$ cat src/design/tag_ctrl_pkg.sv
// Constants for the tag memory controller
// Assumes a 100 MHz clock and the fastest device grade
package tag_ctrl_pkg;
    localparam int ADDR_W = 13;
    localparam int DATA_W = 8;
    localparam int CLK_PERIOD_NS = 10;
    // Device timing in ns
    localparam int WRITE_PULSE_NS = 25;
    localparam int CLEAR_PULSE_NS = 55;
    localparam int CLEAR_RECOVER_NS = 5;
    localparam int ADDR_HIT_NS = 30;
    localparam int DATA_HIT_NS = 23;
    localparam int WE_HIT_NS = 23;
    localparam int CS_ACCESS_NS = 18;
    localparam int HIT_HOLD_NS = 5;
    // Least times round up, at least one cycle
    localparam int WRITE_PULSE_CYC = (WRITE_PULSE_NS + CLK_PERIOD_NS - 1) / CLK_PERIOD_NS;
    localparam int CLEAR_PULSE_CYC = (CLEAR_PULSE_NS + CLK_PERIOD_NS - 1) / CLK_PERIOD_NS;
    localparam int CLEAR_RECOVER_CYC = (CLEAR_RECOVER_NS + CLK_PERIOD_NS - 1) / CLK_PERIOD_NS;
    // Waits for device output to settle, rounded up as well
    localparam int ADDR_HIT_CYC = (ADDR_HIT_NS + CLK_PERIOD_NS - 1) / CLK_PERIOD_NS;
    localparam int DATA_HIT_CYC = (DATA_HIT_NS + CLK_PERIOD_NS - 1) / CLK_PERIOD_NS;
    localparam int CS_ACCESS_CYC = (CS_ACCESS_NS + CLK_PERIOD_NS - 1) / CLK_PERIOD_NS;
    localparam int SETTLE_CYC = (ADDR_HIT_CYC > WE_HIT_NS / CLK_PERIOD_NS + 1) ? ADDR_HIT_CYC
                                : WE_HIT_NS / CLK_PERIOD_NS + 1;
    localparam int CNT_W = 4;
    localparam logic [1:0] OP_COMPARE = 2'h0;
    localparam logic [1:0] OP_READ = 2'h1;
    localparam logic [1:0] OP_WRITE = 2'h2;
    localparam logic [1:0] OP_CLEAR = 2'h3;
endpackage

$ cat src/design/tag_ctrl.sv
// Controller driving an asynchronous 8K x 8 tag memory with compare output
// Assumes memory pins are sampled synchronously; hit line pulled up outside
// Function
// Write lasts while strobe and select both low, at least pulse width.
// Strobe and select stay inactive while address changes.
// Select falling with or after strobe keeps device data pins floating.
// With output enable low in writes, device drive follows written data.
// Controller never fights device drive on data pins.
// Strobe held high throughout every read.
// Strobe low forces hit line high within 23 ns.
// Clear low forces hit line high within 23 ns.
// Deselect releases hit line within 18 ns.
// Hit follows new address within 30 ns in compare mode.
// Hit follows new data within 23 ns in compare mode.
// Hit keeps old result at least 5 ns after address change.
// Clear low at least 55 ns, then 5 ns before strobe falls.
// Address and data never left floating while hit is used.
// Clear zeroes every stored word.
// Array is 8K words of 8 bits with 8-bit comparator.
// Hit line is open drain, low on any mismatch.
// Compare mode: strobe high, select low, output enable high.
// Read mode: select and output enable low, strobe high.
`timescale 1ns/10ps
module tag_ctrl (
    // Clock and reset
    input wire logic clk_in,
    input wire logic rst_n_in,
    // User request
    input wire logic req_valid_in,
    input wire logic [1:0] req_op_in,
    input wire logic [tag_ctrl_pkg::ADDR_W-1:0] req_addr_in,
    input wire logic [tag_ctrl_pkg::DATA_W-1:0] req_data_in,
    // User answer
    output logic req_ready_out,
    output logic resp_valid_out,
    output logic resp_hit_out,
    output logic [tag_ctrl_pkg::DATA_W-1:0] read_data_out,
    // Memory pins
    output logic [tag_ctrl_pkg::ADDR_W-1:0] mem_addr_out,
    output logic [tag_ctrl_pkg::DATA_W-1:0] mem_data_out,
    output logic mem_data_oe_n_out,
    input wire logic [tag_ctrl_pkg::DATA_W-1:0] mem_data_in,
    output logic mem_cs_n_out,
    output logic mem_we_n_out,
    output logic mem_oe_n_out,
    output logic mem_clear_n_out,
    input wire logic mem_hit_in
);
    import tag_ctrl_pkg::*;

    typedef enum logic [3:0] {
        ST_IDLE,
        ST_SETUP,
        ST_WRITE,
        ST_READ,
        ST_COMPARE,
        ST_CLEAR,
        ST_RECOVER,
        ST_END
    } phase_t;

    typedef struct packed {
        phase_t phase;
        logic [1:0] op;
        logic ready;
        logic resp_valid;
        logic resp_hit;
        logic [DATA_W-1:0] rdata;
        logic [ADDR_W-1:0] addr;
        logic [DATA_W-1:0] wdata;
        logic data_oe_n;
        logic cs_n;
        logic we_n;
        logic oe_n;
        logic clear_n;
        logic load;
        logic [CNT_W-1:0] count;
    } ctrl_state_t;

    ctrl_state_t state;
    ctrl_state_t next_state;
    logic wait_done;

    function automatic logic [CNT_W-1:0] cyc(input int n);
        cyc = CNT_W'(n);
    endfunction

    tag_wait_timer timer (
        .clk_in(clk_in),
        .rst_n_in(rst_n_in),
        .load_in(state.load),
        .count_in(state.count),
        .done_out(wait_done)
    );

    always_comb begin
        next_state = state;
        next_state.load = 1'b0;
        next_state.resp_valid = 1'b0;
        case (state.phase)
            ST_IDLE: begin
                if (req_valid_in && state.ready) begin
                    next_state.ready = 1'b0;
                    next_state.op = req_op_in;
                    // address moves
                    next_state.addr = req_addr_in;
                    next_state.wdata = req_data_in;
                    next_state.cs_n = 1'b1;
                    next_state.we_n = 1'b1;
                    next_state.oe_n = 1'b1;
                    // inputs driven
                    next_state.data_oe_n = (req_op_in == OP_READ);
                    next_state.phase = ST_SETUP;
                end
            end
            ST_SETUP: begin
                next_state.load = 1'b1;
                case (state.op)
                    OP_WRITE: begin
                        // write pulse
                        // select with strobe
                        next_state.cs_n = 1'b0;
                        next_state.we_n = 1'b0;
                        next_state.count = cyc(WRITE_PULSE_CYC);
                        next_state.phase = ST_WRITE;
                    end
                    OP_READ: begin
                        // strobe high
                        // read mode
                        next_state.cs_n = 1'b0;
                        next_state.oe_n = 1'b0;
                        next_state.count = cyc(SETTLE_CYC);
                        next_state.phase = ST_READ;
                    end
                    OP_CLEAR: begin
                        // clear width
                        // array zeroed
                        next_state.clear_n = 1'b0;
                        next_state.count = cyc(CLEAR_PULSE_CYC);
                        next_state.phase = ST_CLEAR;
                    end
                    default: begin
                        // compare mode
                        // address settle
                        next_state.cs_n = 1'b0;
                        next_state.count = cyc(SETTLE_CYC);
                        next_state.phase = ST_COMPARE;
                    end
                endcase
            end
            ST_WRITE: begin
                if (wait_done) begin
                    next_state.we_n = 1'b1;
                    next_state.cs_n = 1'b1;
                    next_state.phase = ST_END;
                end
            end
            ST_READ: begin
                if (wait_done) begin
                    next_state.rdata = mem_data_in;
                    next_state.resp_hit = 1'b1;
                    next_state.oe_n = 1'b1;
                    next_state.cs_n = 1'b1;
                    next_state.phase = ST_END;
                end
            end
            ST_COMPARE: begin
                if (wait_done) begin
                    // open drain hit
                    // data settled
                    next_state.resp_hit = mem_hit_in;
                    next_state.cs_n = 1'b1;
                    next_state.phase = ST_END;
                end
            end
            ST_CLEAR: begin
                if (wait_done) begin
                    next_state.clear_n = 1'b1;
                    next_state.load = 1'b1;
                    next_state.count = cyc(CLEAR_RECOVER_CYC);
                    next_state.phase = ST_RECOVER;
                end
            end
            ST_RECOVER: begin
                // recovery before strobe
                if (wait_done) begin
                    next_state.phase = ST_END;
                end
            end
            ST_END: begin
                // controller drives data pins again after deselect
                next_state.data_oe_n = 1'b0;
                next_state.resp_valid = 1'b1;
                next_state.ready = 1'b1;
                next_state.phase = ST_IDLE;
            end
            default: begin
                next_state.phase = ST_IDLE;
            end
        endcase
    end

    always_ff @(posedge clk_in) begin
        if (!rst_n_in) begin
            state <= '0;
            state.phase <= ST_IDLE;
            state.ready <= 1'b1;
            state.cs_n <= 1'b1;
            state.we_n <= 1'b1;
            state.oe_n <= 1'b1;
            state.clear_n <= 1'b1;
        end else begin
            state <= next_state;
        end
    end

    assign req_ready_out = state.ready;
    assign resp_valid_out = state.resp_valid;
    assign resp_hit_out = state.resp_hit;
    assign read_data_out = state.rdata;
    assign mem_addr_out = state.addr;
    assign mem_data_out = state.wdata;
    assign mem_data_oe_n_out = state.data_oe_n;
    assign mem_cs_n_out = state.cs_n;
    assign mem_we_n_out = state.we_n;
    assign mem_oe_n_out = state.oe_n;
    assign mem_clear_n_out = state.clear_n;
endmodule // tag_ctrl

$ cat src/design/tag_wait_timer.sv
// Down counter that pulses done after a loaded number of cycles
// Assumes load and count share the controller clock
`timescale 1ns/10ps
module tag_wait_timer (
    // Clock and reset
    input wire logic clk_in,
    input wire logic rst_n_in,
    // Control
    input wire logic load_in,
    input wire logic [tag_ctrl_pkg::CNT_W-1:0] count_in,
    // Status
    output logic done_out
);
    import tag_ctrl_pkg::*;

    typedef struct packed {
        logic [CNT_W-1:0] count;
        logic done;
    } timer_state_t;

    timer_state_t state;
    timer_state_t next_state;

    always_comb begin
        next_state = state;
        next_state.done = 1'b0;
        if (load_in) begin
            next_state.count = count_in;
        end else if (state.count != '0) begin
            next_state.count = state.count - 1'b1;
            if (state.count == 4'h1) begin
                next_state.done = 1'b1;
            end
        end
    end

    always_ff @(posedge clk_in) begin
        if (!rst_n_in) begin
            state <= '0;
        end else begin
            state <= next_state;
        end
    end

    assign done_out = state.done;
endmodule // tag_wait_timer
$ cat config.mk
export PLATFORM = sky130hd
export DESIGN_NAME = tag_ctrl
export DESIGN_NICKNAME = d
export VERILOG_FILES = /design/src/design/tag_ctrl_pkg.sv /design/src/design/tag_ctrl.sv /design/src/design/tag_wait_timer.sv
export SDC_FILE = /design/constraint.sdc
export NUM_CORES = 1
export LEC_CHECK = 0
export BUFFER_PORTS_ARGS = -buffer_cell sky130_fd_sc_hd__buf_2
export CAP_MARGIN = 20
export CORE_ASPECT_RATIO = 1.2
export CORE_MARGIN = 4
export CORE_UTILIZATION = 40
export DETAILED_ROUTE_END_ITERATION = 12
export GPL_ROUTABILITY_DRIVEN = 0
export SLEW_MARGIN = 0
export SYNTH_ARGS = -nofsm -noshare
export SYNTH_HDL_FRONTEND = slang
export SYNTH_HIERARCHICAL = 1
export SYNTH_SLANG_ARGS = --single-unit
$ cat constraint.sdc
create_clock -name clk_in -period 1.8 [get_ports clk_in]
set_clock_uncertainty 0.2 [all_clocks]
set_input_delay 0.18 -clock clk_in [delete_from_list [all_inputs] [get_ports clk_in]]
set_output_delay 0.18 -clock clk_in [all_outputs]
set_load 0.05 [all_outputs]
After elaboration in Yosys (flattened, before gate mapping)
Index checks and enable logic that the tools add are counted.
Storage, ports and cells
  input port bits: 35
  word-level logic and storage cells: 93
  flip-flop bits (word level): 53
  output and inout port bits: 37
Cells by class
  equal/unequal tests: 23
  bitwise gates (word level): 2
  muxes and demuxes: 27
  reduce and logical (&&, ||, !) cells: 23
  add/sub/neg operators: 1
Operator list (number)
  inequality test 2 x 1 -> 1 bit (second input constant): 9
  == test 4 x 3 -> 1 bit (second input constant): 4
  two-way mux 4 bit: 4
  case mux 4 bit (4 select lines): 1
  case mux 6 bit (2 select lines): 1
  two-way mux 9 bit: 1
  case mux 3 bit (3 select lines): 1
  AND reduction 3 bit: 3
  == test 4 x 1 -> 1 bit (second input constant): 2
  == test 4 x 2 -> 1 bit (second input constant): 2
  two-way mux 1 bit: 8
  AND reduction 2 bit: 4
  AND reduction 4 bit: 2
  nonzero test 2 bit: 4
  nonzero test 4 bit: 2
  two-way mux 7 bit: 1
  two-way mux 6 bit: 1
  case mux 1 bit (2 select lines): 3
  case mux 1 bit (3 select lines): 2
  nonzero test 3 bit: 2
  two-way mux 5 bit: 1
  AND reduction 5 bit: 1
  == test 2 x 1 -> 1 bit (second input constant): 2
  == test 2 bit (second input constant): 2
  other kinds (11): 13

Logic depth before layout (Yosys ltp)
  depth after elaboration: 4
  mapped depth: 5
  depth with buffers taken out: 5

Modules after synthesis
The synthesis kept the hierarchy.
Modules (own cells, without submodules)
  tag_ctrl: sequential area each 920.9 µm², times used 1, area an instance 2242.2 µm², cells each 269
  tag_wait_timer: sequential area each 100.1 µm², times used 1, area an instance 207.7 µm², cells each 23

Least setup slack after synthesis
OpenSTA, ideal clock, no wires.
  path type: reg-to-reg
  from: register state (netlist bit req_ready_out)
  to: register state[42] in the netlist's numbering
  stages on the path, launching flop included: 5
  required time: 1.468 ns
  path slack: 0.051 ns
  period minus slack after synthesis: 1.749 ns
  path buffers: 1
  setup time: 0.132 ns
  data arrival time: 1.417 ns
  cells stage by stage: dfxtp_1 -> nand4bb_1 -> buf_2 -> o21ai_0 -> a21oi_1
Between the ends
  cells in the longest elaborated chain, start to end: 2
Ends and longest elaborated chain
  start: declaration: RTL line tag_ctrl.sv:80  | ctrl_state_t state;
  start signal: assignment: RTL line tag_ctrl.sv:213  | state <= next_state;
  logical AND 1 bit: RTL line tag_ctrl.sv:102  | if (req_valid_in && state.ready) begin
  AND reduction 2 bit (no source line)
No other way between the ends.
A chain may end at the register's enable or synchronous reset.

Worst setup path in the final report
  from: register state[44] in the netlist's numbering
  to: register state (netlist bit read_data_out[1])
Between the ends
  cells in the longest elaborated chain, start to end: 2
Ends and longest elaborated chain
  == test 4 x 2 -> 1 bit: RTL line tag_ctrl.sv:100  | case (state.phase)
  AND reduction 2 bit (no source line)
No other way between the ends.

==> summary.md <==
| Metric | Value |
|---|---|
| Tot GR Track Use | `15.6%` |
| Die area | `7450 um^2` |
| Worst r2r src | `state[44]$_SDFFE_PN0P_` |
| Vias in the first global route | `2,072` |
| Compound-Gate Fraction of Synth Area | `22.4%` |
| Post-layout net count | `403` |
| Startpoint Class | `flip-flop` |
| Setup ws final | `139 ps` |
| Pin count of the biggest net entering global routing | `22` |
| DR pass1 iterations | `4` |
| Final instance area | `3090 um^2` |
| Fmax | `0.602 GHz` |
| Status | `finished, final reports clean` |
| First-pass GRT wire length | `9.48 mm` |
| Via Count | `2,217` |
| LEAKAGE | `1.32 nW` |
| Port buffer count | `71` |
| Filler Cell Count | `563` |
| # setup viols final | `0` |
| Vias per std cell | `4.97` |
| Critical path type | `flip-flop to flip-flop` |
| Worst EP arrival | `1700 ps` |
| Share of the synthesized area in the top cell type | `41.7%` |
| Core ar. | `5820 um^2` |
| Critical path fanouts, max | `13` |
| Share of cells above drive strength 1 | `27.3%` |
| Post-synthesis async set-or-reset flop share | `0%` |
| Met2 Use GR | `26.7%` |
| Global route hottest layer | `met2` |
| Routed WL | `5.91 mm` |
| Post-Syn Area | `2450 um^2` |
| DRC Markers | `0` |
| Post-synth cell types | `48` |
| Mapped Cells | `292` |
| Die X | `79.4 um` |
| Hold Fails Final Rpt | `0` |
| I/O pin count | `72` |
| Largest delay share family, worst path | `flip-flops` |
| Post-synth EDFFs | `0` |
| Final Critical Period | `1660 ps` |
| CTS Sinks | `51` |
| Register area | `1020 um^2` |
| XOR/XNOR Fraction of Synth Area | `0%` |
| Syn Area/Cell | `8.39 um^2` |
| Synth Area in Adders | `1.53%` |
| Initial antenna violation count | `0` |
| Peak supply drop | `0.000501 V` |
| Buf/Inv on CP | `1` |
| Crit-path slowest cell | `dfxtp_1` |
| Largest area contributor in the netlist | `dfxtp_1` |
| CTS Root Cell | `clkbuf_8` |
| TritonCTS clock tree | `yes` |
| Fin crit share | `92.3%` |
| Ant diodes | `0` |
| Clk slew on worst S/H paths | `90 ps` |
| Hold Startpoint | `req_valid_in` |
| Total gr overflow | `0` |
| Simple-Gate Fraction of Synth Area | `17.8%` |
| Min-Delay Path Depth | `3` |
| Clk_lat worst skew | `300 ps` |
| Area added between synthesis and finish | `26.1%` |
| Footprint of the multi-input gates | `1050 um^2` |
| Dpl ws | `131 ps` |
| Pwr/cell area | `1120 nW/um^2` |
| Worst Hold Class | `input pin to flip-flop` |
| Starting Density | `42.1%` |
| Crit-path cells | `buf_4 -> and4b_1 -> nand2_1 -> a21oi_1` |
| Largest family of logic cells by synthesized area | `compound AO/OA/AOI/OAI gates` |
| CP required | `1840 ps` |
| Antenna Violating Nets Remaining | `0` |
| Ys flop type | `dfxtp_1` |
| CTS H-Tree Depth | `2` |
| Drt wl/cell | `13.3 um` |
| CTS Buf Count | `5` |
| Worst r2r dst | `read_data_out[1]$_SDFFE_PN0P_` |
| Placed Area | `2660 um^2` |
| MaxCap Viol Count | `0` |
| Met1 Resource Use GR | `20.0%` |
| Cell Rows | `30` |
| R2r setup slk | `140 ps` |
| Worst reg-to-reg path cell count | `4` |
| Post-synthesis mux area share | `0.817%` |
| RSZ-0062 raised after global routing | `yes` |
| #FFs+latches synth | `51` |
| Die Ht | `93.7 um` |
| YS warnings | `6` |
| Max clock buf depth | `2` |
| Endpoint type of the worst setup path | `flip-flop` |
| GR met3 Demand/Resource | `2.69%` |
| Syn_nets | `330` |
| Worst Hold Path EP | `state[44]$_SDFFE_PN0P_` |
| Max stage delay on crit path | `590 ps` |
| Sequential share of the synthesized area | `41.7%` |
| 1st-iter DRT viols | `98` |
| Area contributors post-synth | `dfxtp_1 42%, buf_4 10%, a21oi_1 8.6%` |
| Dpl hpwl | `3.79 mm` |
| Max Transition Viols Final | `0` |
==> kinds of logic after synthesis <==
kind of cell             Yosys count
AO/OA/AOI/OAI                     93
adder cells (fa/ha/maj)            3
buffers and inverters             60
flip-flops                        51
multiplexers                       2
other                              1
AND/OR/NAND/NOR                   82
==> area by class of cell <==
type                       instances  share of cell area, %
tap                               80                   3.24
multi-input combinational        181                   33.9
clock buffer                       8                   3.24
inverter                           8                  0.972
sequential                        51                   33.1
timing repair buffer             118                   25.6
==> how the worst max path moves through the flow <==
stage | slack, ps | depth (start not counted) | to | start
CTS | 90 | 3 | mem_oe_n_out$_SDFFE_PN1P_ | state[45]$_SDFFE_PN0P_
floorplan | 50 | 4 | state[42]$_SDFFE_PN0P_ | req_ready_out$_SDFFE_PN1P_
finish | 140 | 4 | read_data_out[1]$_SDFFE_PN0P_ | state[44]$_SDFFE_PN0P_
detailed placement | 130 | 3 | mem_oe_n_out$_SDFFE_PN1P_ | state[45]$_SDFFE_PN0P_
global route | -7 | 4 | state[42]$_SDFFE_PN0P_ | state[46]$_SDFFE_PN0P_
global placement | 150 | 3 | mem_oe_n_out$_SDFFE_PN1P_ | state[45]$_SDFFE_PN0P_
==> cells in the mapped netlist (2+ instances only) <==
cell type and number:
buf_4 33, nor3b_1 2, dfxtp_1 51, nand2_1 23, clkbuf_1 7, nand2b_1 2, nor2_1 9, mux2i_1 2
buf_6 3, buf_2 8, ha_1 3, nand3_1 27, nand3b_1 4, a21oi_1 42, o21a_1 2, nor3_1 2
inv_1 7, o21ai_0 33, nor2b_1 3
==> through the flow <==
| step | cells | setup TNS (ps) | hold WS, ps | utilization [%] | power, mW |
|---|---|---|---|---|---|
| floorplan | 292 | 0 | 102 | - | 2.51 |
| global placement | 405 | 0 | 224 | 45.7 | 2.70 |
| detailed placement | 405 | 0 | 229 | 45.7 | 2.71 |
| CTS | 446 | 0 | 124 | 53.1 | 3.48 |
| global route | 446 | -9.05 | 174 | 53.1 | 3.67 |
| finish | 446 | 0 | 158 | 53.1 | 3.46 |
==> per-layer routing <==
layer  up-vias  routed length, um  part of all wire [%]
met4         0                 72                   1.2
met1      1034               2680                    45
met3         8                209                   3.5
met5         -                  0                     0
met2        43               2950                    50
li1       1132                  -                     -
==> registers in the layout, summed over array words and instances, names as in the netlist, 4 cells and up <==
signal         flops
timer/state        4
read_data_out      8
mem_addr_out      13
mem_data_out       8
state              9
==> power breakdown <==
part	switching (mW)	total, mW	leakage (nW)	internal [mW]
registers	0.137	1.41	0.416	1.28
logic	0.856	1.33	0.849	0.472
clock network	0.365	0.716	0.0515	0.351
total	1.36	3.46	1.32	2.10
==> worst min-delay path, stage by stage <==
cell and delay, ps:
buf_2 150, a311oi_1 110, nor3_1 170
==> cell usage in the layout, fill, tap and decap left out, types with 2 or more instances in the layout <==
cell type and count:
buf_2 71, dfxtp_1 50, a21oi_1 42, o21ai_0 33, dlygate4sd3_1 33, nand3_1 27, nand2_1 23, buf_4 14
nor2_1 9, inv_1 7, clkbuf_8 7, nand3b_1 4, nor2b_1 3, ha_1 3, nor3b_1 2, nand2b_1 2
o21a_1 2, mux2i_1 2, nor3_1 2
==> timing repair <==
action                                 CTS  global route
hold buffers                            33             0
gates resized for setup                  0             1
endpoints found under the hold margin   35             0
buffers inserted                         0             0
setup endpoints to repair                0             3
Power figures use the tool's default switching activity.
